$ cat src/cij_map.svh
`ifndef CIJ_MAP_SVH
`define CIJ_MAP_SVH
// Opcode field position in the 16-bit instruction word.
`define CIJ_OP_MSB 15
`define CIJ_OP_LSB 12
// Opcode encodings.
`define CIJ_OP_NOP 4'h0
`define CIJ_OP_INCR_MEM 4'h1
`define CIJ_OP_INCR_ACC 4'h2
`define CIJ_OP_JUMP 4'h3
`define CIJ_OP_MOV_MEM_ACC 4'h4
`define CIJ_OP_MOV_IMM_ACC 4'h5
`define CIJ_OP_MOV_ACC_MEM 4'h6
// Reset values.
`define CIJ_ACC_RST 8'h00
`define CIJ_PC_RST 12'h000
`endif

$ cat src/cij_pkg.sv
package cij_pkg;
  // Decoded instruction word.
  typedef struct packed {
    logic [3:0] op;
    logic [11:0] field;
  } cij_instr_type;
  // Data memory write request.
  typedef struct packed {
    logic we;
    logic [7:0] addr;
    logic [7:0] data;
  } cij_mem_wr_type;
  // Execution state.
  typedef enum logic [0:0] {
    CIJ_EXEC,
    CIJ_DUMMY
  } cij_state_type;
endpackage : cij_pkg

$ cat src/cij_exec.sv
`timescale 1ns/10ps
`include "cij_map.svh"
module cij_exec
  import cij_pkg::*;
(
  // Clock and reset.
  input wire logic mclk_i,
  input wire logic resetn_i,
  // Instruction from fetch, valid every cycle.
  input wire cij_instr_type instr_i,
  // Data memory read data for instr_i field[7:0].
  input wire logic [7:0] mem_rdata_i,
  // Data memory address and write request.
  output logic [7:0] mem_addr_o,
  output cij_mem_wr_type mem_wr_o,
  // Architectural state.
  output logic [7:0] acc_o,
  output logic zero_o,
  output logic [11:0] pc_o,
  // High in the dummy slot after a jump.
  output logic dummy_o
);

  // Accumulator and its next value.
  logic [7:0] acc_q, acc_d;
  // Zero flag; only the two increment opcodes move it.
  logic zero_q, zero_d;
  // Program counter; the fetch path outside reads it as the next address.
  logic [11:0] pc_q, pc_d;
  // Execute slot or the dummy slot after a jump.
  cij_state_type state_q, state_d;
  // Data memory write request, held for one cycle.
  cij_mem_wr_type wr_q, wr_d;
  // Incremented memory byte, shared by both increment opcodes.
  logic [7:0] incr_sum;

  // Adds one to a byte, wrapping at the top.
  // Both increment opcodes share it so their results cannot drift apart.
  function automatic logic [7:0] incr8(input logic [7:0] v);
    incr8 = 8'(v + 8'h01);
  endfunction : incr8

  // Memory address is the low byte of the field, combinational.
  // It follows the instruction so the read data settles within the same cycle.
  assign mem_addr_o = instr_i.field[7:0];
  assign incr_sum = incr8(mem_rdata_i);

  // Next-state logic for all architectural state.
  // Accumulator and flag default to holding, the counter to the next word, the state to execute and the write to none.
  // The write request is registered, so the memory takes it one edge later.
  // An instruction in the very next cycle that reads the same byte sees the
  // old value; the fetch side must space such pairs if it needs the new one.
  always_comb begin
    acc_d = acc_q;
    zero_d = zero_q;
    pc_d = 12'(pc_q + 12'h001);
    state_d = CIJ_EXEC;
    wr_d = '0;
    wr_d.addr = instr_i.field[7:0];
    if (state_q == CIJ_DUMMY) begin
      // dummy slot idle
      // Dummy slot: the counter holds the loaded target; only the state moves, back to execute.
      pc_d = pc_q;
    end else begin
      case (instr_i.op)
        `CIJ_OP_INCR_MEM: begin
          wr_d.we = 1'b1;
          wr_d.data = incr_sum;
          zero_d = (incr_sum == 8'h00);
        end
        `CIJ_OP_INCR_ACC: begin
          // The write request stays low, so the byte keeps its value.
          // increment to accumulator
          acc_d = incr_sum;
          zero_d = (incr_sum == 8'h00);
        end
        `CIJ_OP_JUMP: begin
          // The target is fetched next, so the following slot is a bubble.
          // load target address
          pc_d = instr_i.field;
          state_d = CIJ_DUMMY;
        end
        `CIJ_OP_MOV_MEM_ACC: begin
          acc_d = mem_rdata_i;
        end
        `CIJ_OP_MOV_IMM_ACC: begin
          acc_d = instr_i.field[7:0];
        end
        `CIJ_OP_MOV_ACC_MEM: begin
          // The stored value is the accumulator as it stood before this edge.
          // accumulator to memory
          wr_d.we = 1'b1;
          wr_d.data = acc_q;
        end
        default: begin
          // Other opcodes just advance.
          acc_d = acc_q;
        end
      endcase
    end
  end

  // Registers only.
  // Synchronous reset clears all state, so a jump cut by reset leaves no dummy slot.
  always_ff @(posedge mclk_i) begin
    if (!resetn_i) begin
      acc_q <= `CIJ_ACC_RST;
      zero_q <= 1'b0;
      pc_q <= `CIJ_PC_RST;
      state_q <= CIJ_EXEC;
      wr_q <= '0;
    end else begin
      acc_q <= acc_d;
      zero_q <= zero_d;
      pc_q <= pc_d;
      state_q <= state_d;
      wr_q <= wr_d;
    end
  end

  // Outputs from flip-flops.
  assign acc_o = acc_q;
  assign zero_o = zero_q;
  assign pc_o = pc_q;
  assign mem_wr_o = wr_q;
  assign dummy_o = (state_q == CIJ_DUMMY);

  // Checks.
  // Assertions watch only what this block drives, from one cycle after the edge
  // that takes an instruction; all but the reset check stay quiet while reset is low.
  // An instruction is live when reset is off and no dummy slot is running.
  logic live;
  assign live = resetn_i && (state_q == CIJ_EXEC);
endmodule : cij_exec

$ cat config.mk
export PLATFORM = sky130hd
export DESIGN_NAME = cij_exec
export DESIGN_NICKNAME = d
export VERILOG_FILES = /design/src/cij_pkg.sv /design/src/cij_exec.sv
export VERILOG_INCLUDE_DIRS = /design/src
export SDC_FILE = /design/constraint.sdc
export NUM_CORES = 1
export LEC_CHECK = 0
export ABC_AREA = 0
export ABC_CLOCK_PERIOD_IN_PS = 1890
export BUFFER_PORTS_ARGS = -buffer_cell sky130_fd_sc_hd__buf_2
export CAP_MARGIN = 20
export CELL_PAD_IN_SITES_DETAIL_PLACEMENT = 1
export CELL_PAD_IN_SITES_GLOBAL_PLACEMENT = 1
export CORE_MARGIN = 4
export CORE_UTILIZATION = 36
export CTS_CLUSTER_SIZE = 8
export DETAILED_ROUTE_END_ITERATION = 8
export GPL_TIMING_DRIVEN = 0
export PLACE_DENSITY_LB_ADDON = 0.1
export SYNTH_ARGS = -nofsm -noshare
export SYNTH_HDL_FRONTEND = slang
export SYNTH_SLANG_ARGS = --single-unit
$ cat constraint.sdc
create_clock -name mclk_i -period 1.89 [get_ports mclk_i]
set_input_delay 0.189 -clock mclk_i [delete_from_list [all_inputs] [get_ports mclk_i]]
set_output_delay 0.189 -clock mclk_i [all_outputs]
set_load 0.005 [all_outputs]
* Word-level counts from Yosys, hierarchy flattened *
Cells that the tools add are included.

operators by class
  $add $sub $neg = 2
  equality and inequality tests = 6
  muxes and demuxes = 5
  bitwise logic cells = 2
  reduce and logical (&&, ||, !) cells = 7

operators by type and width
  kind                                                                    count
  8-bit case mux with 3 select lines                                      1
  8-bit case mux with 2 select lines                                      1
  12-bit by 1-bit adder with 12-bit output (second input constant)        1
  4-bit by 3-bit equality test with 1-bit output (second input constant)  3
  12-bit 2-to-1 mux                                                       1
  8-bit by 1-bit adder with 8-bit output (second input constant)          1
  4-bit by 2-bit equality test with 1-bit output (second input constant)  2
  8-bit logical NOT                                                       1
  2-bit OR reduction                                                      3
  4-bit by 1-bit equality test with 1-bit output (second input constant)  1
  2-bit AND reduction                                                     2
  3-bit nonzero test                                                      1
  1-bit 2-to-1 mux                                                        2
  1-bit NOT                                                               2

storage, ports and cells
  flip-flop bits (word level) = 39
  bits of input ports = 26
  output and inout bits = 47

* Depth between registers and ports, before layout *
Gate-level depths: netlist (run 1).

  depth in word-level cells = 3
  mapped depth = 7
  depth with buffers taken out = 5

* Worst setup path before layout (run 1) *
OpenSTA, ideal clock, no wires.

  kind = flip-flop to flip-flop
  from = reg pc_q[0] (netlist: pc_o[0])
  to = reg pc_q[10] (netlist: pc_o[10])
  data arrival time = 1.374 ns
  slack = 0.381 ns
  stages on the path, launching flop included = 6
  buffers on the path = 0
  cells stage by stage = dfxtp_1 ha_1 nand3_1 or4_1 o21ai_0 a211oi_1

on the way
  longest elaborated chain between the ends = 2

ends and longest elaborated chain
  what                                      line             text
  start: declaration                        cij_exec.sv:29   logic [11:0] pc_q, pc_d;
  start signal: assignment                  cij_exec.sv:109  pc_q <= `CIJ_PC_RST;
  start signal: assignment                  cij_exec.sv:115  pc_q <= pc_d;
  12-bit by 1-bit adder with 12-bit output  cij_exec.sv:56   pc_d = 12'(pc_q + 12'h001);
  12-bit 2-to-1 mux                         cij_exec.sv:65   case (instr_i.op)

No other way between the ends.
A chain may end at the register's enable or synchronous reset.

* Worst setup path in the final report (run 1) *
Same ends and word-level chain as after synthesis.

==> results.py, run 1 <==
metrics = {
    "pwr": {
        "leakagePower_nw": 1.14,
        "power.density_nw_per_um2": 709,
        "irDropWorstVdd_mv": 0.392,
        "fin_total_pwr_w": 0.00190,
    },
    "finish": {
        "layout_common_cells": "buf_2 (73), dfxtp_1 (39), o21ai_0 (25)",
        "nets": 366,
        "area_growth_pct": 25.4,
        "drive_gt1_frac": 0.298,
        "n_fill_cell": 731,
        "diodes": 0,
        "final_common_cell": "buf_2",
    },
    "sta": {
        "rsz0062_at_grt": "no",
        "period_share": 0.903,
        "slew_violations": 0,
        "tightest_slew_ns": 0.825,
        "whs_ns": 0.154,
        "setup_viol": 0,
        "setup-tns-final_ns": 0,
        "skew_ns": 0.00797,
        "max_clock_freq_mhz": 586,
        "hold_violations": 0,
        "maxSlewHeadroom": 0.445,
        "period_needed_ns": 1.71,
    },
    "synth": {
        "async_flop_share": 0,
        "ys_seq_elements": 39,
        "synthCells": 264,
        "synth_warnings": 0,
        "postSynthAreaPerCell_um2": 8.10,
        "syn-num-nets": 292,
        "ys.flop_type": "dfxtp_1",
        "syn-cell-area_um2": 2140,
        "ys_types": 53,
        "ys_seq_area_frac": 0.365,
        "synth_edf_count": 0,
    },
    "global_route": {
        "grt_use_total": 0.203,
        "grt_max_degree": 14,
        "overflow": 0,
        "grt_pass1_wl_um": 11600,
        "first_global_vias": 2234,
        "antenna_found_initial": 0,
    },
    "place": {
        "place.gp.congestion": 0.888,
        "dpl.hpwl_um": 5180,
        "io_buffers": 67,
    },
    "clock_network": {
        "cts_made_buffers": 5,
        "clock_path_buffers": 2,
        "cts_root_buf": "clkbuf_8",
        "clkTransAtPathRegs_ns": 0.09,
        "cts_setup_buffers": 0,
        "ctsHoldBuffers": 0,
        "clock_sinks": 39,
        "clock_latency_ns": 0.30,
        "tritoncts": "built",
        "htree_levels": 2,
        "post_cts_resized": 0,
    },
    "die": {
        "row_count": 27,
        "die_h_um": 85.1,
        "initial_core_util": 0.379,
        "fp.dieW_um": 85.1,
        "ioPinCount": 73,
        "die_area_um2": 7240,
        "core_um2": 5640,
    },
    "detailed_routing": {
        "routedWlPerCell_um": 17.4,
        "drt_iter0_markers": 78,
        "vias_per_cell": 5.40,
        "drt_pass1_iterations": 4,
        "drc": 0,
        "wirelength_um": 7140,
        "final_antenna_net_count": 0,
        "routed-via-count": 2221,
    },
    "worst_setup_path": {
        "cp-start-kind": "flip-flop",
        "r2r-start": "pc_o[0]",
        "r2r_cells": 5,
        "crit_arrival_ns": 1.88,
        "crit_type": "reg2reg",
        "r2r-end": "pc_o[10]",
        "reg2reg_setup_slack_ns": 0.18,
        "cp-end-kind": "flip-flop",
        "cp.required_ns": 2.06,
        "critPathMaxFanout": 6,
    },
    "worst_hold_path": {
        "hp-class": "in2reg",
        "worstHoldStart": "instr_i[1]",
        "holdPathStages": 2,
        "worstHoldEndpoint": "mem_wr_o[9]",
    },
    "status": {
        "outcome": "finished, final reports clean",
    },
    "run": {
        "cap_violations": 0,
    },
}
[stage by stage]
step	setup WS (ns)	utilization	instance area, um2	cells
2_1_floorplan	0.381	-	2140	264
3_5_place_dp	0.0706	0.454	2560	403
3_3_place_gp	0.0922	0.454	2560	403
5_1_grt	0.0533	0.475	2680	411
4_1_cts	0.0306	0.474	2680	411
6_report	0.184	0.475	2680	411
[Yosys cell counts, drive strengths merged (3+ instances only)]
library cell	number	area [um2]
inv	6	22.5
buf	18	124
clkbuf	9	33.8
and3	5	31.3
or3	4	25.0
a211oi	5	50.1
dfxtp	39	781
and2	12	75.1
nand4	4	25.0
nand3	12	60.1
xnor2	3	26.3
nor3	9	45.0
a31oi	5	31.3
nor2	17	63.8
nor4	4	31.3
mux2i	5	50.1
a21oi	19	95.1
nand2	17	63.8
o21ai	28	140
a22oi	7	52.6
[per-layer routing]
| layer | track usage | vias to the layer above | part of all wire |
|---|---|---|---|
| met4 | 0.0576 | 0 | 0.016 |
| met5 | 0 | - | 0 |
| li1 | - | 1101 | - |
| met2 | 0.329 | 61 | 0.46 |
| met3 | 0.0398 | 8 | 0.049 |
| met1 | 0.274 | 1051 | 0.48 |
[sequential cells by signal (all words and copies together), names as in the netlist]
name      count
pc_o         12
dummy_o       1
acc_o         8
zero_o        1
mem_wr_o     17
[cells by family after synthesis]
family	after synthesis	synth area share
buf+inv	34	0.0860
mux	5	0.0234
xor+xnor	5	0.0205
compound gates	81	0.243
fa+ha+maj	2	0.0117
flops	39	0.365
simple gates	98	0.250
[worst max-delay path, stage by stage, from the launching register on]
cell and delay (ns):
dfxtp_1 0.43, ha_1 0.26, nand3_1 0.17, or4_1 0.55, o21ai_0 0.08, a211oi_1 0.09
[report_power, final]
group	internal [W]	switching [W]	total, W	leakage (nW)
Clock	0.000394	0.000329	0.000722	0.0581
Sequential	0.000856	0.0000269	0.000883	0.319
Combinational	0.000129	0.000167	0.000296	0.767
Total	0.00138	0.000523	0.00190	1.14
[how the worst max path moves through the flow]
stage	endpoint	startpoint	slack (ns)	cells past startpoint
floorplan	pc_o[10]	pc_o[0]	0.38	5
global placement	mem_wr_o[1]	dummy_o	0.09	5
detailed placement	mem_wr_o[7]	dummy_o	0.07	5
CTS	mem_wr_o[7]	dummy_o	0.03	5
global route	pc_o[0]	dummy_o	0.05	5
finish	pc_o[10]	pc_o[0]	0.18	5
[final cells by class]
class | instances | area [um2] | share of cell area
plain buffers | 27 | 159 | 0.0593
clock buffers | 5 | 68.8 | 0.0257
clock inverters | 3 | 43.8 | 0.0163
inverters | 7 | 30.0 | 0.0112
multi-input cells | 191 | 1170 | 0.438
flip-flops and latches | 39 | 781 | 0.291
well taps | 72 | 90.1 | 0.0336
repair buffers | 67 | 335 | 0.125
No activity file was read; power rests on OpenSTA's default activity.
==> inputs of run 2 (changes only) <==
--- a/config.mk
+++ b/config.mk
@@ -17,7 +17,7 @@
 export CTS_CLUSTER_SIZE = 8
 export DETAILED_ROUTE_END_ITERATION = 8
 export GPL_TIMING_DRIVEN = 0
-export PLACE_DENSITY_LB_ADDON = 0.1
+export PLACE_DENSITY_LB_ADDON = 0.3
 export SYNTH_ARGS = -nofsm -noshare
 export SYNTH_HDL_FRONTEND = slang
 export SYNTH_SLANG_ARGS = --single-unit
==> run 2 against run 1 <==
Against the previous run: first-iteration DRC count rose by 28%; sequential share of layout area grew 0.12 points; global-route usage shrank 0.20 points; core utilization is 0.20 points lower; combinational power down 1%; flip-flop and latch count stayed put; worst hold slack got worse by 0.0040 ns; register-to-register slack lost 0.03 ns.
==> results.py, run 2 (synthesized netlist as in run 1, its figures left out) <==
metrics = {
    "status": {
        "outcome": "finished, final reports clean",
    },
    "sta": {
        "setup_viol": 0,
        "tightest_slew_ns": 0.898,
        "setup-tns-final_ns": 0,
        "period_share": 0.921,
        "whs_ns": 0.150,
        "skew_ns": 0.00550,
        "slew_violations": 0,
        "period_needed_ns": 1.74,
        "hold_violations": 0,
        "maxSlewHeadroom": 0.396,
        "max_clock_freq_mhz": 574,
        "rsz0062_at_grt": "no",
    },
    "worst_setup_path": {
        "r2r-end": "pc_o[10]",
        "max_stage_delay_ns": 0.57,
        "r2r-start": "pc_o[0]",
        "r2r_cells": 5,
        "crit_type": "reg2reg",
        "critPathMaxFanout": 6,
        "reg2reg_setup_slack_ns": 0.15,
        "cp-end-kind": "flip-flop",
        "cp.required_ns": 2.07,
        "slowest_stage": "or4_1",
        "path_cells": "ha_1 > nand3_1 > or4_1 > o21ai_0 > a211oi_1",
        "cp-start-kind": "flip-flop",
        "crit_arrival_ns": 1.92,
    },
    "detailed_routing": {
        "vias_per_cell": 5.50,
        "routed-via-count": 2262,
        "drt_iter0_markers": 100,
        "final_antenna_net_count": 0,
        "drc": 0,
        "routedWlPerCell_um": 17.4,
        "drt_pass1_iterations": 4,
        "wirelength_um": 7140,
    },
    "clock_network": {
        "htree_levels": 2,
        "clock_path_buffers": 2,
        "cts_made_buffers": 5,
        "cts_setup_buffers": 0,
        "ctsHoldBuffers": 0,
        "tritoncts": "built",
        "clkTransAtPathRegs_ns": 0.08,
        "clock_latency_ns": 0.30,
        "clock_sinks": 39,
        "cts_root_buf": "clkbuf_8",
    },
    "pwr": {
        "seqPwrFrac": 0.486,
        "irDropWorstVdd_mv": 0.251,
        "fin_total_pwr_w": 0.00182,
        "p_sw_frac": 0.277,
        "p_clk_frac": 0.354,
        "intPower_w": 0.00132,
        "power_frac_comb": 0.160,
        "leakagePower_nw": 1.14,
        "switchingPower_w": 0.000506,
        "power.density_nw_per_um2": 683,
    },
    "die": {
        "fp.dieW_um": 85.1,
        "row_count": 27,
        "initial_core_util": 0.379,
        "core_um2": 5640,
        "ioPinCount": 73,
        "die_area_um2": 7240,
        "die_h_um": 85.1,
    },
    "worst_hold_path": {
        "worstHoldEndpoint": "mem_wr_o[15]",
        "worstHoldStart": "instr_i[7]",
        "holdPathStages": 2,
        "hp-class": "in2reg",
    },
    "place": {
        "dpl.hpwl_um": 5260,
        "place.gp.congestion": 0.877,
        "io_buffers": 67,
    },
    "global_route": {
        "antenna_found_initial": 0,
        "first_global_vias": 2310,
        "overflow": 0,
        "grt_use_total": 0.201,
        "grt_max_degree": 13,
        "grt_pass1_wl_um": 11700,
    },
    "finish": {
        "area_growth_pct": 24.9,
        "final_common_cell": "buf_2",
        "nets": 366,
        "drive_gt1_frac": 0.298,
        "diodes": 0,
        "largest_register_ffs": 17,
        "layout_common_cells": "buf_2 (73), dfxtp_1 (39), o21ai_0 (25)",
    },
    "run": {
        "cap_violations": 0,
    },
}
==> run 2: cell count changes in the layout (fill, tap and decap cells not counted) <==
cell       previous run  this run
bufinv_16             1         0
clkbuf_1              8         7
clkbuf_2              1         2
clkbuf_8              5         7
clkinv_1              0         1
clkinv_2              1         0
clkinv_4              1         0
==> run 2: what timing repair did <==
item                                    CTS  global route
endpoints found under the setup margin    2             2
resized for setup                         1             2
hold endpoints to repair                  0             0
pin swaps                                 0             0
==> run 2: critical path, delay by kind of cell (launching register included) <==
| kind | cells | cell delay, ns |
|---|---|---|
| compound gates | 2 | 0.18 |
| flops | 1 | 0.44 |
| simple gates | 2 | 0.77 |
| fa+ha+maj | 1 | 0.24 |
==> run 2: cell type report <==
type | count | area (um2)
Timing Repair Buffer | 67 | 335
Fill cell | 732 | 2970
Clock buffer | 7 | 96.3
Multi-Input combinational cell | 191 | 1170
Clock inverter | 1 | 7.51
Tap cell | 72 | 90.1
Sequential cell | 39 | 781
Inverter | 7 | 26.3
Buffer | 27 | 160
==> run 2: worst max path at each step <==
stage            start          end  slack [ns]  cells after the start
5_1_grt        pc_o[0]     pc_o[10]        0.01                      5
3_3_place_gp   dummy_o  mem_wr_o[2]        0.06                      5
4_1_cts        pc_o[1]     pc_o[10]        0.12                      5
3_5_place_dp   dummy_o  mem_wr_o[0]        0.01                      5
2_1_floorplan  pc_o[0]     pc_o[10]        0.38                      5
6_report       pc_o[0]     pc_o[10]        0.15                      5
==> run 2: metal layers <==
layer	up-vias	routed length, um	track usage
met1	1092	3160	0.251
met3	6	374	0.0408
li1	1104	-	-
met2	60	3530	0.352
met5	-	0	0
met4	0	71	0.0504
==> run 2: metrics by stage <==
stage,area [um2],utilization,std cells,worst slack [ns]
floorplan,2140,-,264,0.381
global route,2670,0.473,411,0.0140
detailed placement,2560,0.454,403,0.00973
global placement,2560,0.454,403,0.0629
CTS,2670,0.473,411,0.123
finish,2670,0.473,411,0.149
==> run 2: power groups by stage <==
stage               Combinational (W)  Clock, W  Sequential (W)
floorplan                    0.000159         0        0.000903
global route                 0.000323  0.000702        0.000891
global placement             0.000282         0        0.000902
CTS                          0.000294  0.000659        0.000886
finish                       0.000292  0.000645        0.000885
detailed placement           0.000290         0        0.000904
